`src/irs_cfg.svh`:
```
`ifndef IRS_CFG_SVH
`define IRS_CFG_SVH
// register map
`define IRS_ADR_MISC   8'h20
`define IRS_ADR_STAT   8'h25
`define IRS_MISC_RST   8'h00
// status bit positions
`define IRS_B_LVD      4
`define IRS_B_CLOCK_GUARD_IRQ_ENABLE    2
`define IRS_B_BACKUP_OSC_ACTIVE_FLAG     1
`define IRS_B_WDG      0
// control bit positions
`define IRS_B_POL3     7
`define IRS_B_POL2     6
`define IRS_B_MCO      5
`define IRS_B_POL1     4
`define IRS_B_POL0     3
`define IRS_B_CP1      2
`define IRS_B_CP0      1
`define IRS_B_SMS      0
// sources: 0 ei0, 1 ei1, 2 clock guard, 3..9 peripherals
`define IRS_NSRC       10
`define IRS_NPER       7
`define IRS_SRC_TRAP   4'hf
`define IRS_HALT_MASK  10'h1e3
// sensitivity codes
`define IRS_SEN_LOW    2'h0
`define IRS_SEN_RISE   2'h1
`define IRS_SEN_FALL   2'h2
// stacked register codes
`define IRS_SEL_PCL    3'h0
`define IRS_SEL_CC     3'h4
`define IRS_LAST_STEP  3'h4
// vectors
`define IRS_VEC_TRAP   16'hfffc
`define IRS_VEC_SCI    16'hffe4
`define IRS_VEC_TOP    16'hfffa
`endif

```
`src/irs_pkg.sv`:
```
package irs_pkg;
   typedef enum logic [1:0] {
      IRS_IDLE = 2'b00,
      IRS_PUSH = 2'b01,
      IRS_VEC  = 2'b10,
      IRS_POP  = 2'b11
   } irs_state_type;
   typedef struct packed {
      irs_state_type st;
      logic [2:0]    step;
      logic [3:0]    src;
      logic [15:0]   vec;
      logic          imask;
      logic [7:0]    misc;
      logic          supply_drop_detector;
      logic          wdg;
      logic          clock_guard_irq_enable;
      logic          backup_osc_active_flag;
      logic [1:0]    ext_prev;
      logic [1:0]    ext_lat;
      logic [6:0]    per_prev;
      logic [6:0]    per_pend;
      logic [7:0]    rdata;
      logic          push;
      logic          pop;
      logic          pc_load;
      logic [2:0]    sel;
   } irs_regs_type;
endpackage

```
`src/irs_ctrl.sv`:
```
`timescale 1ns/100ps
`include "irs_cfg.svh"
// Operation
// - supply-drop flag set, cleared by zero/watchdog
// - watchdog flag set, cleared by zero/supply-drop
// - flags encode last reset source
// - clock-guard enable gates backup-osc interrupt
// - backup flag set, cleared by read after recovery
// - control at 20h, status at 25h
// - maskable service only while mask clear
// - entry waits for instruction end
// - entry pushes PC, X, A, CC
// - entry sets interrupt mask
// - vector loaded into program counter
// - return pops registers, clears mask
// - fixed hardware priority among pending
// - any wakes wait, some wake halt
// - trap enters regardless of mask
// - external vectors need mask clear, wake halt
// - external sensitivity from control bits
// - edge request latched, cleared on entry
// - pins on one line ANDed first
// - peripheral request needs enable, else pending
// - peripheral clear discards pending request
// - halt freezes status, no clock-guard wake
module irs_ctrl (
   // clock, reset, enable
   input  wire logic                   clk,
   input  wire logic                   arst_n,
   input  wire logic                   ce,
   // register port
   input  wire logic [7:0]             addr,
   input  wire logic [7:0]             wdata,
   input  wire logic                   wr,
   input  wire logic                   rd,
   output logic [7:0]                  rdata,
   // reset and clock monitors
   input  wire logic                   supply_drop_rst,
   input  wire logic                   watchdog_rst,
   input  wire logic                   backup_osc_sel,
   // external lines: pins and their enables
   input  wire logic [7:0]             ei0_pin,
   input  wire logic [7:0]             ei0_en,
   input  wire logic [7:0]             ei1_pin,
   input  wire logic [7:0]             ei1_en,
   // peripheral flags, enables, clear sequences
   input  wire logic [`IRS_NPER-1:0]   per_flag,
   input  wire logic [`IRS_NPER-1:0]   per_en,
   input  wire logic [`IRS_NPER-1:0]   per_clr,
   // cpu side
   input  wire logic                   instr_end,
   input  wire logic                   trap_exec,
   input  wire logic                   return_from_interrupt,
   input  wire logic                   mask_set,
   input  wire logic                   mask_clr,
   input  wire logic                   wait_mode,
   input  wire logic                   halt_mode,
   output logic                        imask,
   output logic                        stk_push,
   output logic                        stk_pop,
   output logic [2:0]                  stk_sel,
   output logic                        pc_load,
   output logic [15:0]                 pc_vector,
   output logic                        wake_wait,
   output logic                        wake_halt,
   // clock control outputs
   output logic                        clock_out_enable,
   output logic [1:0]                  cpu_divider_sel,
   output logic                        slow_mode_select
);
   import irs_pkg::*;

   irs_regs_type q;
   irs_regs_type d;
   logic [1:0]   ext_lvl;
   logic [1:0]   ext_req;
   logic [1:0]   sen [2];
   logic [`IRS_NSRC-1:0] req;
   logic         any_req;
   logic [3:0]   pick;
   logic [15:0]  pick_vec;

   // ==========================================================
   // request gathering
   // ==========================================================
   // polarity fields per external line
   assign sen[0] = {q.misc[`IRS_B_POL1], q.misc[`IRS_B_POL0]};
   assign sen[1] = {q.misc[`IRS_B_POL3], q.misc[`IRS_B_POL2]};
   // pins of one line ANDed, disabled pins read high
   assign ext_lvl[0] = &(ei0_pin | ~ei0_en);
   assign ext_lvl[1] = &(ei1_pin | ~ei1_en);

   // low level requests directly, edges come from the latch
   always_comb begin
      for (int k = 0; k < 2; k++) begin
         ext_req[k] = (sen[k] == `IRS_SEN_LOW) ? ~ext_lvl[k] : q.ext_lat[k];
      end
   end

   // request vector in priority order
   assign req = {q.per_pend & per_en, q.backup_osc_active_flag & q.clock_guard_irq_enable, ext_req};
   assign any_req = |req;

   // lowest index wins
   always_comb begin
      pick = 4'h0;
      for (int i = `IRS_NSRC - 1; i >= 0; i--) begin
         if (req[i]) begin
            pick = i[3:0];
         end
      end
   end

   // vector table, two bytes per source, serial last
   always_comb begin
      if (pick == 4'(`IRS_NSRC - 1)) begin
         pick_vec = `IRS_VEC_SCI;
      end else begin
         pick_vec = `IRS_VEC_TOP - {11'h000, pick, 1'b0};
      end
   end

   // low-power wake requests
   assign wake_wait = wait_mode & any_req;
   assign wake_halt = halt_mode & |(req & `IRS_HALT_MASK);

   // ==========================================================
   // next state
   // ==========================================================
   always_comb begin
      d = q;
      d.push = 1'b0;
      d.pop = 1'b0;
      d.pc_load = 1'b0;
      if (ce) begin
         // external edge detection and latching
         d.ext_prev = ext_lvl;
         for (int k = 0; k < 2; k++) begin
            if (sen[k] == `IRS_SEN_RISE && ext_lvl[k] && !q.ext_prev[k]) begin
               d.ext_lat[k] = 1'b1;
            end
            if (sen[k] == `IRS_SEN_FALL && !ext_lvl[k] && q.ext_prev[k]) begin
               d.ext_lat[k] = 1'b1;
            end
            if (&sen[k] && ext_lvl[k] != q.ext_prev[k]) begin
               d.ext_lat[k] = 1'b1;
            end
         end
         // peripheral pending latch, the clear sequence drops it
         d.per_prev = per_flag;
         d.per_pend = (q.per_pend & ~per_clr) | (per_flag & ~q.per_prev);
         // mask instructions and low-power forcing
         if (mask_set) begin
            d.imask = 1'b1;
         end
         if (mask_clr || wait_mode || halt_mode) begin
            d.imask = 1'b0;
         end
         // control register write
         if (wr && addr == `IRS_ADR_MISC) begin
            d.misc = wdata;
         end
         // status register, frozen while halted
         if (!halt_mode) begin
            if (wr && addr == `IRS_ADR_STAT) begin
               d.clock_guard_irq_enable = wdata[`IRS_B_CLOCK_GUARD_IRQ_ENABLE];
               if (!wdata[`IRS_B_LVD]) begin
                  d.supply_drop_detector = 1'b0;
               end
               if (!wdata[`IRS_B_WDG]) begin
                  d.wdg = 1'b0;
               end
            end
            if (rd && addr == `IRS_ADR_STAT && !backup_osc_sel) begin
               d.backup_osc_active_flag = 1'b0;
            end
            if (backup_osc_sel) begin
               d.backup_osc_active_flag = 1'b1;
            end
            if (watchdog_rst) begin
               d.wdg = 1'b1;
               d.supply_drop_detector = 1'b0;
            end
            if (supply_drop_rst) begin
               d.supply_drop_detector = 1'b1;
               d.wdg = 1'b0;
            end
         end
         // registered read data
         if (rd) begin
            case (addr)
               `IRS_ADR_MISC: d.rdata = q.misc;
               `IRS_ADR_STAT: d.rdata = {3'h0, q.supply_drop_detector, 1'h0, q.clock_guard_irq_enable, q.backup_osc_active_flag, q.wdg};
               default:       d.rdata = 8'h00;
            endcase
         end
         // entry and return sequencer
         case (q.st)
            IRS_IDLE: begin
               if (instr_end && trap_exec) begin
                  d.st = IRS_PUSH;
                  d.src = `IRS_SRC_TRAP;
                  d.vec = `IRS_VEC_TRAP;
                  d.step = 3'h0;
               end else if (instr_end && any_req && !q.imask) begin
                  d.st = IRS_PUSH;
                  d.src = pick;
                  d.vec = pick_vec;
                  d.step = 3'h0;
                  if (pick < 4'h2) begin
                     d.ext_lat[pick[0]] = 1'b0;
                  end
               end else if (return_from_interrupt) begin
                  d.st = IRS_POP;
                  d.step = 3'h0;
               end
            end
            IRS_PUSH: begin
               d.push = 1'b1;
               d.sel = `IRS_SEL_PCL + q.step;
               d.step = q.step + 3'h1;
               if (q.step == `IRS_LAST_STEP) begin
                  d.st = IRS_VEC;
                  d.imask = 1'b1;
               end
            end
            IRS_VEC: begin
               d.pc_load = 1'b1;
               d.st = IRS_IDLE;
            end
            IRS_POP: begin
               d.pop = 1'b1;
               d.sel = `IRS_SEL_CC - q.step;
               d.step = q.step + 3'h1;
               if (q.step == `IRS_LAST_STEP) begin
                  d.st = IRS_IDLE;
                  d.imask = 1'b0;
               end
            end
            default: begin
               d.st = IRS_IDLE;
            end
         endcase
      end
   end

   // ==========================================================
   // state register
   // ==========================================================
   always_ff @(posedge clk or negedge arst_n) begin
      if (!arst_n) begin
         q <= '{st: IRS_IDLE, misc: `IRS_MISC_RST, default: '0};
      end else begin
         q <= d;
      end
   end

   // outputs from the state register
   assign rdata            = q.rdata;
   assign imask            = q.imask;
   assign stk_push         = q.push;
   assign stk_pop          = q.pop;
   assign stk_sel          = q.sel;
   assign pc_load          = q.pc_load;
   assign pc_vector        = q.vec;
   assign clock_out_enable = q.misc[`IRS_B_MCO];
   assign cpu_divider_sel  = {q.misc[`IRS_B_CP1], q.misc[`IRS_B_CP0]};
   assign slow_mode_select = q.misc[`IRS_B_SMS];
endmodule // irs_ctrl

```
`config.mk`:
```
export PLATFORM = sky130hd
export DESIGN_NAME = irs_ctrl
export DESIGN_NICKNAME = d
export VERILOG_FILES = /design/src/irs_pkg.sv /design/src/irs_ctrl.sv
export VERILOG_INCLUDE_DIRS = /design/src
export SDC_FILE = /design/constraint.sdc
export NUM_CORES = 1
export LEC_CHECK = 0
export ABC_AREA = 1
export BUFFER_PORTS_ARGS = -buffer_cell sky130_fd_sc_hd__buf_2
export CAP_MARGIN = 30
export CELL_PAD_IN_SITES_DETAIL_PLACEMENT = 1
export CELL_PAD_IN_SITES_GLOBAL_PLACEMENT = 1
export CORE_AREA = 2 2 107 88
export DETAILED_ROUTE_END_ITERATION = 16
export DIE_AREA = 0 0 109 90
export PLACE_DENSITY_LB_ADDON = 0.3
export SLEW_MARGIN = 20
export SYNTH_ARGS = -nofsm -noshare
export SYNTH_HDL_FRONTEND = slang
export SYNTH_SLANG_ARGS = --single-unit
```
`constraint.sdc`:
```
create_clock -name clk -period 2.78 [get_ports clk]
set_input_delay 0.556 -clock clk [delete_from_list [all_inputs] [get_ports clk]]
set_output_delay 0.556 -clock clk [all_outputs]
set_load 0.1 [all_outputs]
```
# == Word level (Yosys, flattened, before mapping) ==
# Index checks and enable logic that the tools add are counted.
# classes
n_mux,53
eq_ne,18
n_lt_le_gt_ge,3
addsub,3
n_bitwise,18
reduce_logical,51
# ops
cell,count
$mux W4,10
$mux W25,1
$mux W1,22
$and A7 B7 Y7,3
$mux W20,1
$logic_and A1 B1 Y1,18
$eq A8 B6 Y1 const B,2
$mux W16,1
$mux W2,8
$not A8 Y8,2
$or A8 B8 Y8,2
$pmux W8 S2,1
$reduce_and A8 Y1,2
$not A7 Y7,2
$pmux W3 S2,2
$reduce_and A3 Y1,4
$reduce_and A4 Y1,3
$mux W5,2
$reduce_and A2 Y1,5
$reduce_or A10 Y1,1
$eq A2 B2 Y1 const B,4
$pmux W2 S4,1
$reduce_bool A2 Y1,4
$or A7 B7 Y7,1
27 further kinds,44
# word_totals
out_inout_bits,37
reg_bits,66

# == Logic depth before layout (Yosys ltp) ==
# logic_depth
word_depth,21
depth_mapped,17
mapped_depth_nobuf,17

# == Worst setup path after synthesis ==
# Ideal clock, no wire load.
# synth_timing
path_kind,in2out
startpoint,input ei0_en[4]
endpoint,output wake_wait
path_stages,8
setup_slack_ps,-103
n_path_buf,0
arrival_time_ps,2327
cell_sequence,inv_1 > o21ai_0 > nor2_1 > nand3_1 > nand2_1 > nand4_1 > inv_1 > nor2_1
# synth_between
elab_chain_cells,7
# synth_rtl
item,line,source
"start, declared",irs_ctrl.sv:43,"input wire logic [7:0] ei0_en,"
$not A8 Y8,irs_ctrl.sv:90,assign ext_lvl[0] = &(ei0_pin | ~ei0_en);
$or A8 B8 Y8,irs_ctrl.sv:90,
$reduce_and A8 Y1,irs_ctrl.sv:90,
$not A1 Y1,irs_ctrl.sv:96,ext_req[k] = (sen[k] == `IRS_SEN_LOW) ? ~ext_lvl[k] : q.ext_lat[k];
$mux W1,irs_ctrl.sv:96,
$reduce_or A10 Y1,irs_ctrl.sv:102,assign any_req = |req;
$and A1 B1 Y1,irs_ctrl.sv:124,assign wake_wait = wait_mode & any_req;
"end, declared",irs_ctrl.sv:64,"output logic wake_wait,"
# No other way between the ends.

# == Final worst setup path ==
# layout_timing
startpoint,input ei1_en[6]
endpoint,output wake_halt
# layout_between
elab_chain_cells,7
# layout_rtl
item,line,source
"start, declared",irs_ctrl.sv:45,"input wire logic [7:0] ei1_en,"
$not A8 Y8,irs_ctrl.sv:91,assign ext_lvl[1] = &(ei1_pin | ~ei1_en);
$or A8 B8 Y8,irs_ctrl.sv:91,
$reduce_and A8 Y1,irs_ctrl.sv:91,
$not A1 Y1,irs_ctrl.sv:96,
$mux W1,irs_ctrl.sv:96,
$reduce_or A6 Y1,irs_ctrl.sv:125,assign wake_halt = halt_mode & |(req & `IRS_HALT_MASK);
$and A1 B1 Y1,irs_ctrl.sv:125,
"end, declared",irs_ctrl.sv:65,"output logic wake_halt,"
# No other way between the ends.

==> results.cfg <==
[die]
floorplan.rows = 31
num_ports = 121
dieArea_um2 = 9810
die_w_um = 109
fp.dieH_um = 90
start_util = 0.3607
placeable_core_region_um2 = 8805

[setup_path]
critPathRequiredTime_ns = 2.22
critical_path_class = in -> out
path_max_fanout = 4
timing.critical_path.from = ei1_en[6]
regToRegStartpoint = q[42]$_DFFE_PN0P_
critPathCaptureType = output port
cp.arrival_ns = 1.85
start_kind = primary input

[cts]
cts_sinks = 56
post_cts.resized_instances = 0
setup_fix_bufs_post_cts = 0
tritoncts_clock_tree = done
clk_pin_slew_ns = 0.10
holdBufCountCts = 0
numCtsBuffers = 5
clk_latency_ns = 0.31
cell_at_the_root_of_the_clock_tree = clkbuf_8
clk_path_buf_depth = 2
htree_num_levels = 2

[synth]
synth_flop_cell = dfrtp_1
postSynthCellCount = 418
ys_seq_area_frac = 0.4413
synth-warning-count = 0
mappedNetlistArea_um2 = 3176
synth_async_sr_flop_share = 1.000
edff_count_synth = 0
postSynthNetCount = 506
synth.ff_latch_count = 56
synthesis.area_per_instance_um2 = 7.597
yosys_cell_types = 32

[timing]
hold_violation_total_from_the_final_report = 0
final_min_period_over_clock_period = 0.8651
totalNegativeSetupSlack_ns = 0
grt_setup_unrepaired = false
setup_viol = 0
hold_ws_ns = 0.3798
timing.final.ws_setup_ns = 0.3750
timing.final.crit_period_ns = 2.405
final-max-slew-violation-count = 0
worst-slew-pin-transition_ns = 0.7279
slew-limit-headroom = 0.5147
setup_skew_after_layout_ns = 0.005422
fmax_mhz = 415.8

[drt]
num_vias = 2913
route.detailed.vias_per_inst = 4.639
route.antenna.remaining_nets = 0
remaining_drc_errors = 0
dr.pass1.iters = 4
drt_wl_total_mm = 8.328
avgRoutedWirePerCell_um = 13.26
drtIter0Drc = 103

[power_and_ir_drop]
clkPwrFrac = 0.196
p_seq_frac = 0.386
p_switching_w = 0.001286
switching_share = 0.4647
p_comb_frac = 0.418
power.density_cell_area_nw_per_um2 = 728.8
irDropWorstVdd_mv = 0.3922
p_leak_nw = 2.160
internal_power_contribution_w = 0.001482

[grt]
grt_pass1_wl_mm = 13.88
global_route_congestion_overflow_total = 0
grt_pass1_vias = 3030
gr-usage-all-layers = 0.1765
grt_start_max_net_pins = 57
grt_antenna_before_repair = 0

[placed_design]
finalWeightedCongestion = 0.8671
placement.cell_area_um2 = 3686
dp_hpwl_mm = 6.510
port_buffers = 119
pre_cts_slack_ns = 0.3775

[final_layout]
num-nets-final = 600
drive_gt1_frac = 0.2982
ant_diodes = 0
syn2layout_area_growth_pct = 19.58
fin_area_um2 = 3797

[run_status]
run_status = finished clean

[min_path]
hold_path.class = in -> async

[flow_run]
cap_violations = 0
kinds of logic (layout without fill, tap and decap cells):
kind of cell / Yosys count / after routing / share of synthesized area
flip-flops: 56 / 56 / 0.4413
AO/OA/AOI/OAI: 53 / 53 / 0.1005
other: 1 / 1 / 0.001181
buffers and inverters: 88 / 183 / 0.1438
AND/OR/NAND/NOR: 216 / 216 / 0.2975
adder cells (fa/ha/maj): 4 / 4 / 0.01576
worst max-delay path, stage by stage:
cell and delay, ns:
buf_2 0.10, nand2_1 0.05, nand2_1 0.05, nor2_1 0.18
nand3_1 0.13, nand2_1 0.16, nand2_1 0.12, o21ai_0 0.16
inv_1 0.05, buf_2 0.29
registers in the layout, indices dropped and copies added (netlist names):
register          flops
imask                 1
stk_pop               1
clock_out_enable      1
cpu_divider_sel       2
stk_push              1
q                    31
stk_sel               3
pc_load               1
slow_mode_select      1
rdata                 8
pc_vector             6
per-stage QoR:
step | std cells | total power [W] | util
finish | 628 | 0.002768 | 0.4313
global route | 628 | 0.002946 | 0.4313
CTS | 628 | 0.002801 | 0.4313
detailed placement | 620 | 0.002250 | 0.4186
global placement | 620 | 0.002218 | 0.4186
floorplan | 418 | 0.002064 | -
final cells by class:
class,instances,area (um^2)
clock inverters,3,42.54
clock buffers,5,68.82
inverters,52,195.2
multi-input cells,274,1320
flip-flops and latches,56,1401
fillers,1165,5007
well taps,115,143.9
repair buffers,123,625.6
layout by cell type, fill, tap and decap left out, types with 4 or more instances in the layout:
cell / n
buf_2: 119
nor3_1: 5
a21oi_1: 15
clkbuf_8: 5
nand4_1: 6
or2_2: 5
inv_1: 50
ha_1: 4
dfrtp_1: 56
o21ai_0: 21
nand2_1: 144
nand3_1: 22
o21ai_2: 8
buf_4: 4
nor2_1: 25
metal layers:
layer | vias up | GRT usage | routed length [um]
met5 | - | 0 | 0
met4 | 0 | 0.04167 | 78
met3 | 8 | 0.03481 | 517
met2 | 82 | 0.2888 | 3839
met1 | 1348 | 0.2392 | 3893
li1 | 1475 | - | -
cell usage after synthesis, types with 2 or more instances:
library cell | count | share of area
nand2_1 | 144 | 0.17
dfrtp_1 | 56 | 0.44
inv_1 | 50 | 0.059
buf_4 | 29 | 0.069
nor2_1 | 26 | 0.031
nand3_1 | 22 | 0.035
o21ai_0 | 21 | 0.033
a21oi_1 | 15 | 0.024
o21ai_2 | 8 | 0.022
nand4_1 | 6 | 0.012
nor3_1 | 5 | 0.0079
or2_2 | 5 | 0.0099
clkbuf_1 | 4 | 0.0047
ha_1 | 4 | 0.016
a211oi_1 | 2 | 0.0047
a22oi_1 | 2 | 0.0047
a31oi_1 | 2 | 0.0039
inv_2 | 2 | 0.0024
nand2_2 | 2 | 0.0039
power groups by stage:
stage	clock network (W)	logic, W	registers [W]
after floorplan	0	0.000930	0.00113
after global placement	0	0.00114	0.00107
after detailed placement	0	0.00117	0.00108
after CTS	0.000564	0.00117	0.00107
after global routing	0.000597	0.00126	0.00109
final	0.000544	0.00116	0.00107
final timing paths:
check	to	slack [ns]	cells after the start
setup / recovery	wake_halt	0.38	10
max in group asynchronous	q[69]$_DFFE_PN0P_	1.93	2
setup reg to reg	pc_vector[4]$_DFFE_PN0P_	0.85	14
min in group clk	q[22]$_DFFE_PN0P_	0.45	3
hold reg to reg	q[17]$_DFFE_PN0P_	0.47	1
hold / removal	clock_out_enable$_DFFE_PN0P_	0.38	2
(Power assumes the default switching activity.)
